`src/hw/pin_change_pkg.sv`:
```
/*
  Constants, register map and types for the pin-change interrupt controller.
  Assumes a plain single-cycle register port and one 40 MHz system clock.
*/
package pin_change_pkg;

  localparam int NUM_PORTS  = 5;
  localparam int PORT_WIDTH = 8;
  localparam int ADDR_WIDTH = 6;
  localparam int DATA_WIDTH = 8;

  // Index of the port that cannot take part on the large package variant
  localparam int FOURTH_PORT = 3;

  // Register indices; ports occupy blocks of four
  localparam logic [5:0] ADDR_INT_CTRL   = 6'h00;
  localparam logic [5:0] ADDR_IRQ_ENABLE = 6'h01;
  localparam logic [5:0] ADDR_IRQ_REQ    = 6'h02;
  localparam logic [5:0] ADDR_EXT_STATUS = 6'h03;
  localparam logic [5:0] ADDR_EXT_CLEAR  = 6'h04;
  localparam logic [5:0] ADDR_PORT_BASE  = 6'h08;
  localparam logic [1:0] SUB_RISE        = 2'h0;
  localparam logic [1:0] SUB_FALL        = 2'h1;
  localparam logic [1:0] SUB_FLAG        = 2'h2;
  localparam logic [1:0] SUB_PINS        = 2'h3;

  // Field positions
  localparam int GIE_BIT    = 7;
  localparam int PERIPHERAL_IRQ_ENABLE_BIT   = 6;
  localparam int EDGE_BIT   = 0;
  localparam int CHG_IE_BIT = 4;
  localparam int EXT_IE_BIT = 0;
  localparam int CHG_IF_BIT = 4;
  localparam int EXT_IF_BIT = 0;

  // Reset values
  localparam logic [7:0] INT_CTRL_RESET = 8'h01;
  localparam logic [7:0] ZERO_BYTE      = 8'h00;

  typedef logic [PORT_WIDTH-1:0] port_bits_t;

endpackage

```
`src/hw/pin_sync_if.sv`:
```
/*
  Interface carrying the synchronised pin samples between the sampler and
  the controller. Assumes both ends sit on the same clock.
*/
`timescale 1ns/1ps
`default_nettype none

interface pin_sync_if;
  import pin_change_pkg::*;

  port_bits_t pinNow  [NUM_PORTS];
  port_bits_t pinPrev [NUM_PORTS];
  logic       extNow;
  logic       extPrev;

  modport source (output pinNow, output pinPrev, output extNow, output extPrev);
  modport sink   (input pinNow, input pinPrev, input extNow, input extPrev);
endinterface

`default_nettype wire

```
`src/hw/pin_change_irq.sv`:
```
/*
  Pin-change interrupt controller with top-level interrupt gating.
  Assumes a single-cycle register port from the core, raw asynchronous
  port pins, and a core that reports when it is asleep.
*/
// Design decisions made here: the plain strobed port and the address map.
`timescale 1ns/1ps
`default_nettype none

module pin_change_irq
  import pin_change_pkg::*;
#(
  parameter bit LARGE_VARIANT = 1'b0
)
(
  input  wire logic                       clk,
  input  wire logic                       resetn,
  input  wire pin_change_pkg::port_bits_t portPins [pin_change_pkg::NUM_PORTS],
  input  wire logic                       extIrqPin,
  input  wire logic                       sleeping,
  input  wire logic [5:0]                 addr,
  input  wire logic [7:0]                 wrData,
  input  wire logic                       wrStrobe,
  input  wire logic                       rdStrobe,
  output logic      [7:0]                 rdData,
  output logic                            irqOut,
  output logic                            wakeOut
);

  // ----------------------------------------------------------------
  // Sampling
  // ----------------------------------------------------------------
  pin_sync_if sync ();

  pin_sampler u_sampler (
    .clk       (clk),
    .resetn    (resetn),
    .portPins  (portPins),
    .extIrqPin (extIrqPin),
    .sync      (sync)
  );

  // ----------------------------------------------------------------
  // Address decode
  // ----------------------------------------------------------------
  function automatic logic portHit(input logic [5:0] a, input int p, input logic [1:0] sub);
    portHit = (a == ADDR_PORT_BASE + 6'(p * 4) + 6'(sub));
  endfunction

  wire wrIntCtrl  = wrStrobe && (addr == ADDR_INT_CTRL);
  wire wrIrqEn    = wrStrobe && (addr == ADDR_IRQ_ENABLE);
  wire wrExtClear = wrStrobe && (addr == ADDR_EXT_CLEAR);

  // ----------------------------------------------------------------
  // Control registers
  // ----------------------------------------------------------------
  logic       globalIrqEnable_reg;
  logic       periphIrqEnable_reg;
  logic       extPinEdgeSelect_reg;
  logic       changeIrqEnable_reg;
  logic       extIrqEnable_reg;
  logic       extIrqFlag_reg;

  always_ff @(posedge clk or negedge resetn)
  begin
    if (!resetn)
    begin
      globalIrqEnable_reg  <= INT_CTRL_RESET[GIE_BIT];
      periphIrqEnable_reg  <= INT_CTRL_RESET[PERIPHERAL_IRQ_ENABLE_BIT];
      extPinEdgeSelect_reg <= INT_CTRL_RESET[EDGE_BIT];
    end
    else if (wrIntCtrl)
    begin
      globalIrqEnable_reg  <= wrData[GIE_BIT];
      periphIrqEnable_reg  <= wrData[PERIPHERAL_IRQ_ENABLE_BIT];
      extPinEdgeSelect_reg <= wrData[EDGE_BIT];
    end
  end

  always_ff @(posedge clk or negedge resetn)
  begin
    if (!resetn)
    begin
      changeIrqEnable_reg <= 1'b0;
      extIrqEnable_reg    <= 1'b0;
    end
    else if (wrIrqEn)
    begin
      changeIrqEnable_reg <= wrData[CHG_IE_BIT];
      extIrqEnable_reg    <= wrData[EXT_IE_BIT];
    end
  end

  // ----------------------------------------------------------------
  // External interrupt pin
  // ----------------------------------------------------------------
  wire extRise = sync.extNow && !sync.extPrev;
  wire extFall = !sync.extNow && sync.extPrev;
  wire extEdge = extPinEdgeSelect_reg ? extRise : extFall;

  // Set wins over a clear in the same cycle
  always_ff @(posedge clk or negedge resetn)
  begin
    if (!resetn)
      extIrqFlag_reg <= 1'b0;
    else if (extEdge)
      extIrqFlag_reg <= 1'b1;
    else if (wrExtClear && wrData[EXT_IF_BIT])
      extIrqFlag_reg <= 1'b0;
  end

  // ----------------------------------------------------------------
  // Per-port edge detection and flags
  // ----------------------------------------------------------------
  port_bits_t riseEnable_reg [NUM_PORTS];
  port_bits_t fallEnable_reg [NUM_PORTS];
  port_bits_t pinFlag_reg    [NUM_PORTS];
  port_bits_t pinFlag_next   [NUM_PORTS];
  port_bits_t edgeHit        [NUM_PORTS];
  logic [NUM_PORTS-1:0] portAny;

  genvar p;
  generate
    for (p = 0; p < NUM_PORTS; p++)
    begin : g_port
      // The fourth port has no change logic on the large variant
      localparam bit PORT_USED = !(LARGE_VARIANT && (p == FOURTH_PORT));

      wire wrRise = wrStrobe && portHit(addr, p, SUB_RISE);
      wire wrFall = wrStrobe && portHit(addr, p, SUB_FALL);
      wire wrFlag = wrStrobe && portHit(addr, p, SUB_FLAG);

      wire port_bits_t rising  = sync.pinNow[p] & ~sync.pinPrev[p];
      wire port_bits_t falling = ~sync.pinNow[p] & sync.pinPrev[p];

      // Independent detectors, either or both may be armed
      assign edgeHit[p] = PORT_USED ?
        ((rising & riseEnable_reg[p]) | (falling & fallEnable_reg[p])) :
        ZERO_BYTE;

      // Zero bits in the written value clear flags; a fresh edge always lands set
      assign pinFlag_next[p] = (wrFlag ? (pinFlag_reg[p] & wrData) : pinFlag_reg[p])
                               | edgeHit[p];

      assign portAny[p] = |pinFlag_reg[p];

      always_ff @(posedge clk or negedge resetn)
      begin
        if (!resetn)
        begin
          riseEnable_reg[p] <= ZERO_BYTE;
          fallEnable_reg[p] <= ZERO_BYTE;
        end
        else
        begin
          if (wrRise && PORT_USED)
            riseEnable_reg[p] <= wrData;
          if (wrFall && PORT_USED)
            fallEnable_reg[p] <= wrData;
        end
      end

      // Flags run from the system clock whether or not the core sleeps
      always_ff @(posedge clk or negedge resetn)
      begin
        if (!resetn)
          pinFlag_reg[p] <= ZERO_BYTE;
        else
          pinFlag_reg[p] <= pinFlag_next[p];
      end
    end
  endgenerate

  // ----------------------------------------------------------------
  // Summary, gating and wake
  // ----------------------------------------------------------------
  wire changeSummary = |portAny;

  wire changeRequest = changeSummary && changeIrqEnable_reg;
  wire extRequest    = extIrqFlag_reg && extIrqEnable_reg;

  // The change interrupt is a peripheral source; the external pin is not
  wire periphGate = periphIrqEnable_reg && changeRequest;

  always_ff @(posedge clk or negedge resetn)
  begin
    if (!resetn)
    begin
      irqOut  <= 1'b0;
      wakeOut <= 1'b0;
    end
    else
    begin
      irqOut  <= globalIrqEnable_reg && (periphGate || extRequest);
      wakeOut <= sleeping && (changeRequest || extRequest);
    end
  end

  // ----------------------------------------------------------------
  // Read mux
  // ----------------------------------------------------------------
  logic [7:0] readMux;

  always_comb
  begin
    readMux = ZERO_BYTE;
    unique case (addr)
      ADDR_INT_CTRL:
        readMux = {globalIrqEnable_reg, periphIrqEnable_reg, 5'h00, extPinEdgeSelect_reg};
      ADDR_IRQ_ENABLE:
        readMux = {3'h0, changeIrqEnable_reg, 3'h0, extIrqEnable_reg};
      ADDR_IRQ_REQ, ADDR_EXT_STATUS:
        readMux = {3'h0, changeSummary, 3'h0, extIrqFlag_reg};
      default:
      begin
        for (int i = 0; i < NUM_PORTS; i++)
        begin
          if (portHit(addr, i, SUB_RISE))
            readMux = riseEnable_reg[i];
          if (portHit(addr, i, SUB_FALL))
            readMux = fallEnable_reg[i];
          if (portHit(addr, i, SUB_FLAG))
            readMux = pinFlag_reg[i];
          if (portHit(addr, i, SUB_PINS))
            readMux = sync.pinNow[i];
        end
      end
    endcase
  end

  always_ff @(posedge clk or negedge resetn)
  begin
    if (!resetn)
      rdData <= ZERO_BYTE;
    else if (rdStrobe)
      rdData <= readMux;
    else
      rdData <= ZERO_BYTE;
  end

endmodule

`default_nettype wire

```
`src/hw/pin_sampler.sv`:
```
/*
  Two-flop synchroniser plus one history stage for every port pin and the
  external interrupt pin. Assumes raw pins are asynchronous to clk.
*/
`timescale 1ns/1ps
`default_nettype none

module pin_sampler
  import pin_change_pkg::*;
(
  input  wire logic                     clk,
  input  wire logic                     resetn,
  input  wire pin_change_pkg::port_bits_t portPins [pin_change_pkg::NUM_PORTS],
  input  wire logic                     extIrqPin,
  pin_sync_if.source                    sync
);

  port_bits_t meta_reg  [NUM_PORTS];
  port_bits_t now_reg   [NUM_PORTS];
  port_bits_t prev_reg  [NUM_PORTS];
  logic [2:0] ext_reg;
  logic [2:0] warm_reg;

  // History is trusted only after three samples, so a pin that is high
  // at reset release is not seen as an edge
  always_ff @(posedge clk or negedge resetn)
  begin
    if (!resetn)
      warm_reg <= 3'h0;
    else
      warm_reg <= {warm_reg[1:0], 1'b1};
  end

  genvar p;
  generate
    for (p = 0; p < NUM_PORTS; p++)
    begin : g_port
      always_ff @(posedge clk or negedge resetn)
      begin
        if (!resetn)
        begin
          meta_reg[p] <= ZERO_BYTE;
          now_reg[p]  <= ZERO_BYTE;
          prev_reg[p] <= ZERO_BYTE;
        end
        else
        begin
          meta_reg[p] <= portPins[p];
          now_reg[p]  <= meta_reg[p];
          prev_reg[p] <= now_reg[p];
        end
      end
      assign sync.pinNow[p]  = now_reg[p];
      assign sync.pinPrev[p] = warm_reg[2] ? prev_reg[p] : now_reg[p];
    end
  endgenerate

  always_ff @(posedge clk or negedge resetn)
  begin
    if (!resetn)
      ext_reg <= 3'h0;
    else
      ext_reg <= {ext_reg[1:0], extIrqPin};
  end

  assign sync.extNow  = ext_reg[1];
  assign sync.extPrev = warm_reg[2] ? ext_reg[2] : ext_reg[1];

endmodule

`default_nettype wire

```
`config.mk`:
```
export PLATFORM = sky130hd
export DESIGN_NAME = pin_change_irq
export DESIGN_NICKNAME = d
export VERILOG_FILES = /design/src/hw/pin_change_pkg.sv /design/src/hw/pin_sync_if.sv /design/src/hw/pin_change_irq.sv /design/src/hw/pin_sampler.sv
export SDC_FILE = /design/constraint.sdc
export NUM_CORES = 1
export LEC_CHECK = 0
export ABC_AREA = 1
export BUFFER_PORTS_ARGS = -buffer_cell sky130_fd_sc_hd__buf_2
export CAP_MARGIN = 20
export CORE_MARGIN = 1
export CORE_UTILIZATION = 37
export CTS_BUF_LIST = sky130_fd_sc_hd__clkbuf_8 sky130_fd_sc_hd__clkbuf_16
export DETAILED_ROUTE_END_ITERATION = 12
export HOLD_SLACK_MARGIN = 0.1
export PLACE_DENSITY_LB_ADDON = 0.05
export SLEW_MARGIN = 10
export SYNTH_ARGS = -nofsm -noshare
export SYNTH_HDL_FRONTEND = slang
export SYNTH_HIERARCHICAL = 1
export SYNTH_SLANG_ARGS = --single-unit
```
`constraint.sdc`:
```
create_clock -name clk -period 1.7 [get_ports clk]
set_input_delay 0.34 -clock clk [delete_from_list [all_inputs] [get_ports clk]]
set_output_delay 0.34 -clock clk [all_outputs]
set_load 0.02 [all_outputs]
```
Yosys cells after proc, flatten, opt, wreduce, memory -nomap -nowiden
Index checks and enable logic that the tools add are counted.

word-level totals
  output and inout bits = 10
  flip-flop bits (word level) = 262
  input bits = 60
  word-level logic and storage cells = 180

operators by class
  bitwise gates (word level) = 45
  equality and inequality tests = 24
  mux-type cells = 36
  reductions and logical operators = 34

operators by type and width
  cell                                           number
  2-to-1 mux 8 bit                               31
  AND 8 bit                                      25
  inverter 8 bit                                 10
  OR 8 bit                                       10
  == test 6 x 5 -> 1 bit, second input constant  12
  == test 6 x 4 -> 1 bit, second input constant  8
  OR reduction 40 bit                            1
  logical AND 1 bit                              26
  case mux 8 bit (3 select lines)                1
  == test 6 x 2 -> 1 bit, second input constant  2
  == test 6 x 1 -> 1 bit, second input constant  1
  == test 6 x 3 -> 1 bit, second input constant  1
  zero test 6 bit                                1
  2-to-1 mux 1 bit                               4
  zero test 1 bit                                2
  logical OR 1 bit                               2
  nonzero test 2 bit                             1
  OR reduction 2 bit                             1

Longest topological paths before layout
  word-level depth = 23
  gate-level depth with buffers = 18

Cells and area by module
Netlist, hierarchy kept.

modules (own cells, without submodules)
  module          cells each  instances  sequential area each (um^2)  area an instance (um^2)
  pin_change_irq  940         1          3,404.5                      7,080.5
  pin_sampler     260         1          3,153.0                      3,748.6

Worst setup path after synthesis
OpenSTA, ideal clock, no wires.

  path type = input to register
  start = input port addr[0]
  end = register rdData[3]
  path slack = -0.112 ns
  required time = 1.587 ns
  cell stages on the path = 16
  path buffers = 1
  data arrival time = 1.700 ns
  cells stage by stage = buf_4 nor2_1 nand2_2 nor2_4 inv_1 or2_0 nand2_1 nand3_1 nand2_1 nand4_1 nor2_1 nand4_1 nand2_1 nand4_1 nand2_1 inv_1

between the ends
  word-level cells in the longest chain between the ends = 23
  elaborated cells between the ends (all ways) = 47
  those cells by class = 23 x eq/ne; 22 x mux; 2 x reduce/logical

RTL lines
  what                                 line                   source
  start, declared                      pin_change_irq.sv:21   input wire logic [5:0] addr,
  == test 6 x 4 -> 1 bit               pin_change_irq.sv:47   portHit = (a == ADDR_PORT_BASE + 6'(p * 4) + 6'(sub));
  2-to-1 mux 8 bit                     pin_change_irq.sv:218  if (portHit(addr, i, SUB_RISE))
  2-to-1 mux 8 bit                     pin_change_irq.sv:220  if (portHit(addr, i, SUB_FALL))
  2-to-1 mux 8 bit                     pin_change_irq.sv:222  if (portHit(addr, i, SUB_FLAG))
  2-to-1 mux 8 bit                     pin_change_irq.sv:224  if (portHit(addr, i, SUB_PINS))
  2-to-1 mux 8 bit                     pin_change_irq.sv:218
  2-to-1 mux 8 bit                     pin_change_irq.sv:220
  2-to-1 mux 8 bit                     pin_change_irq.sv:222
  [... 7 more ...]                     --
  2-to-1 mux 8 bit                     pin_change_irq.sv:222
  2-to-1 mux 8 bit                     pin_change_irq.sv:224
  2-to-1 mux 8 bit                     pin_change_irq.sv:218
  2-to-1 mux 8 bit                     pin_change_irq.sv:220
  2-to-1 mux 8 bit                     pin_change_irq.sv:222
  2-to-1 mux 8 bit                     pin_change_irq.sv:224
  case mux 8 bit (3 select lines) (*)  pin_change_irq.sv:207  unique case (addr)
  2-to-1 mux 8 bit (*)                 pin_change_irq.sv:235  else if (rdStrobe)
  end signal, assigned                 pin_change_irq.sv:236  rdData <= readMux;
  end, declared                        pin_change_irq.sv:25   output logic [7:0] rdData,

Mark *: on every way between the ends. The rest lies on a longest branch, timed or not.
A chain may end at the register's enable or synchronous reset.

Worst setup path after layout
  start = register pinFlag_reg[6] in the netlist's numbering
  end = register irqOut

between the ends
  word-level cells in the longest chain between the ends = 5

RTL lines
  what                             line                   source
  start, declared                  pin_change_irq.sv:117  port_bits_t pinFlag_reg [NUM_PORTS];
  start signal, assigned by index  pin_change_irq.sv:169  pinFlag_reg[p] <= pinFlag_next[p];
  OR reduction 40 bit              pin_change_irq.sv:177  wire changeSummary = |portAny;
  logical AND 1 bit                pin_change_irq.sv:179  wire changeRequest = changeSummary && changeIrqEnable_reg;
  logical AND 1 bit                pin_change_irq.sv:183  wire periphGate = periphIrqEnable_reg && changeRequest;
  logical OR 1 bit                 pin_change_irq.sv:194  irqOut <= globalIrqEnable_reg && (periphGate || extRequest);
  logical AND 1 bit                pin_change_irq.sv:194
  end signal, assigned             pin_change_irq.sv:194
  end, declared                    pin_change_irq.sv:26   output logic irqOut,

Every way passes these cells.

==> out/qor.yml <==
clkSinkCount: 262
period_share: 1.11
synth_fa_ha_area_frac: 0
synth-edff-count: 0
num_vias: 9156
rrSetupSlack_ns: -0.18
place_ws_ns: -0.676
finalPower_mw: 15.4
overflow: 0
maxCapViolations: 0
final-seq-area_um2: 6560
yosysTopAreaCellShare: 0.603
antenna_found_initial: 3
skew_ns: 0.0165
crit_type: "reg2reg"
final_nets: 1533
ys_ff_latch: 262
layout.cells.non_filler: 1883
path_cells: "nor4_2, buf_4, nand4_1, nor2_2, nand3_2, buf_4, a21boi_4, a211oi_1"
final_layout_size_suffix_gt1_frac: 0.234
fin_util: 0.502
yosysWarnings: 6
rsz0062_at_grt: "yes"
drc: 0
swShare: 0.253
hold_end: "globalIrqEnable_reg"
syn_inst: 1200
syn_area_um2: 10800
ir_worst_vdd_v: 0.000783
cp_max_fo: 2
whs_ns: 0.187
synth-simple-area-share: 0.253
finalSetupTns_ns: -0.790
post_drt_wl_per_cell_um: 17.6
switching_power_mw: 3.88
synth_top_family_by_area: "simple AND/OR/NAND/NOR gates"
critical_path.most_common_cell: "buf_4"
power.density_nw_per_um2: 1060
clk_latency_ns: 0.57
syn_avg_cell_area_um2: 9.02
cts_tree: "yes"
yosysTopAreaCell: "dfrtp_1"
worst_slack_ns: -0.180
dp_cells: 1777
hold_class: "in2reg"
via_per_inst: 4.86
finalWirelength_um: 33200
drt-pass1-iter-count: 6
maxSlewViolCount: 0
cp_slowest_cell: "dfrtp_1"
worst_pin_slew_ns: 0.576
hp-start: "wrData[7]"
ys_types: 33
multi_input_area_um2: 3910
synth_compound_area_frac: 0.0945
grt_pass1_vias: 9232
start_kind: "flip-flop"
design.die.area_um2: 30000
start_util: 0.376
reg2reg_depth: 8
reg2reg_from: "pinFlag_reg[6]"
clockBufferDepth: 3
die_y_um: 173
crit_arrival_ns: 2.32
finalHoldViolCount: 0
row_count: 62
syn_to_final_growth_pct: 33.4
synth_xor_area_frac: 0
grt_use_total: 0.229
syn_nets: 1260
htreeDepth: 1
synthTopCellsByCount: "nand2_1, dfrtp_1, o21ai_0, nand3_1, inv_1"
ys.flop_type: "dfrtp_1"
dp_hpwl_um: 23400
timing.slew.headroom: 0.615
core_um2: 28800
ant_nets: 0
synth.most_common_cell: "nand2_1"
power_leakage_nw: 6.69
fin_area_um2: 14400
rr_endpoint: "irqOut"
endpoint_kind: "flip-flop"
ys_seq_area_frac: 0.606
max_freq_mhz: 532
post_dp_cell_area_um2: 12800
grt_pass1_wl_um: 53000
p_seq_frac: 0.468
max_stage_delay_ns: 0.40
worst-endpoint-required_ns: 2.14
cts_buffers: 30
ys_async_sr_fraction: 1.00
hold_depth: 3
root_buffer: "clkbuf_16"
num_io_pins: 70
fillers: 2758
layout_min_cycle_time_ns: 1.88
status: "complete, but fails checks"
io_buffers: 69
grt_max_degree: 51
synthTopCellsByArea: "dfrtp_1, nand2_1, o21ai_0"
setup_viol: 7
pwr-share-comb: 0.099
drt_iter0_drc: 593
muxShareOfSynthArea: 0
p_int_mw: 11.5
clk_pin_slew_ns: 0.06
fp.dieW_um: 173
clockPowerShare: 0.433
gp_congestion: 0.855
violations: "negative setup slack"
## critical path: cells and delay by family (launching register included)
| kind | cells | cell delay [ns] |
|---|---|---|
| buf+inv | 2 | 0.32 |
| compound gates | 2 | 0.21 |
| simple gates | 4 | 0.82 |
| flops | 1 | 0.40 |
## routing by layer
metal	vias up	wire, µm	global-route usage
met5	-	0	0
met4	0	838	0.0678
met3	50	2010	0.0341
met2	243	14700	0.353
met1	4372	15700	0.335
li1	4491	-	-
## power groups by stage
stage | Combinational (mW) | Sequential (mW) | Clock, mW
2_1_floorplan | 0.657 | 7.15 | 0
3_3_place_gp | 1.41 | 7.27 | 0
3_5_place_dp | 1.43 | 7.27 | 0
4_1_cts | 1.53 | 7.17 | 6.83
5_1_grt | 1.74 | 7.24 | 7.11
6_report | 1.53 | 7.18 | 6.64
## logic make-up after synthesis
group / after synthesis
AOI/OAI and AO/OA: 193
and+or+nand+nor: 631
other: 1
DFF: 262
buffers and inverters: 113
## layout by cell type, fill, tap and decap left out, types with 33 or more instances in the layout
cell,netlist,final
nand3_1,82,80
nand2_1,410,398
dlygate4sd3_1,0,44
o21ai_0,137,132
dfrtp_1,261,261
nand4_1,33,33
inv_1,76,83
buf_2,1,68
nor2_1,56,51
buf_4,5,146
## worst max path at each step
stage | start | end | slack [ns] | cells past startpoint
finish | pinFlag_reg[6] | irqOut | -0.18 | 8
global route | pinFlag_reg[36] | rdData[4] | -0.28 | 12
CTS | pinFlag_reg[39] | rdData[7] | -0.14 | 12
detailed placement | addr[5] | rdData[1] | -0.68 | 16
global placement | addr[5] | rdData[1] | -0.67 | 16
floorplan | addr[0] | rdData[3] | -0.05 | 16
## cell type report
type | count | area share
clock buffers | 32 | 0.0539
well taps | 384 | 0.0333
clock inverters | 24 | 0.0172
diodes | 2 | 0.000347
repair buffers | 272 | 0.148
multi-input cells | 825 | 0.271
inverters | 82 | 0.0218
flip-flops and latches | 262 | 0.454
## timing repair
action / 4_1_cts / 5_1_grt
pin swaps: 12 / 20
setup buffers: 3 / 2
cloned: 0 / 0
endpoints found under the hold margin: 276 / 0
endpoints found under the setup margin: 9 / 10
gates resized for setup: 24 / 18
hold buffers: 44 / 0
(Power assumes the default switching activity.)
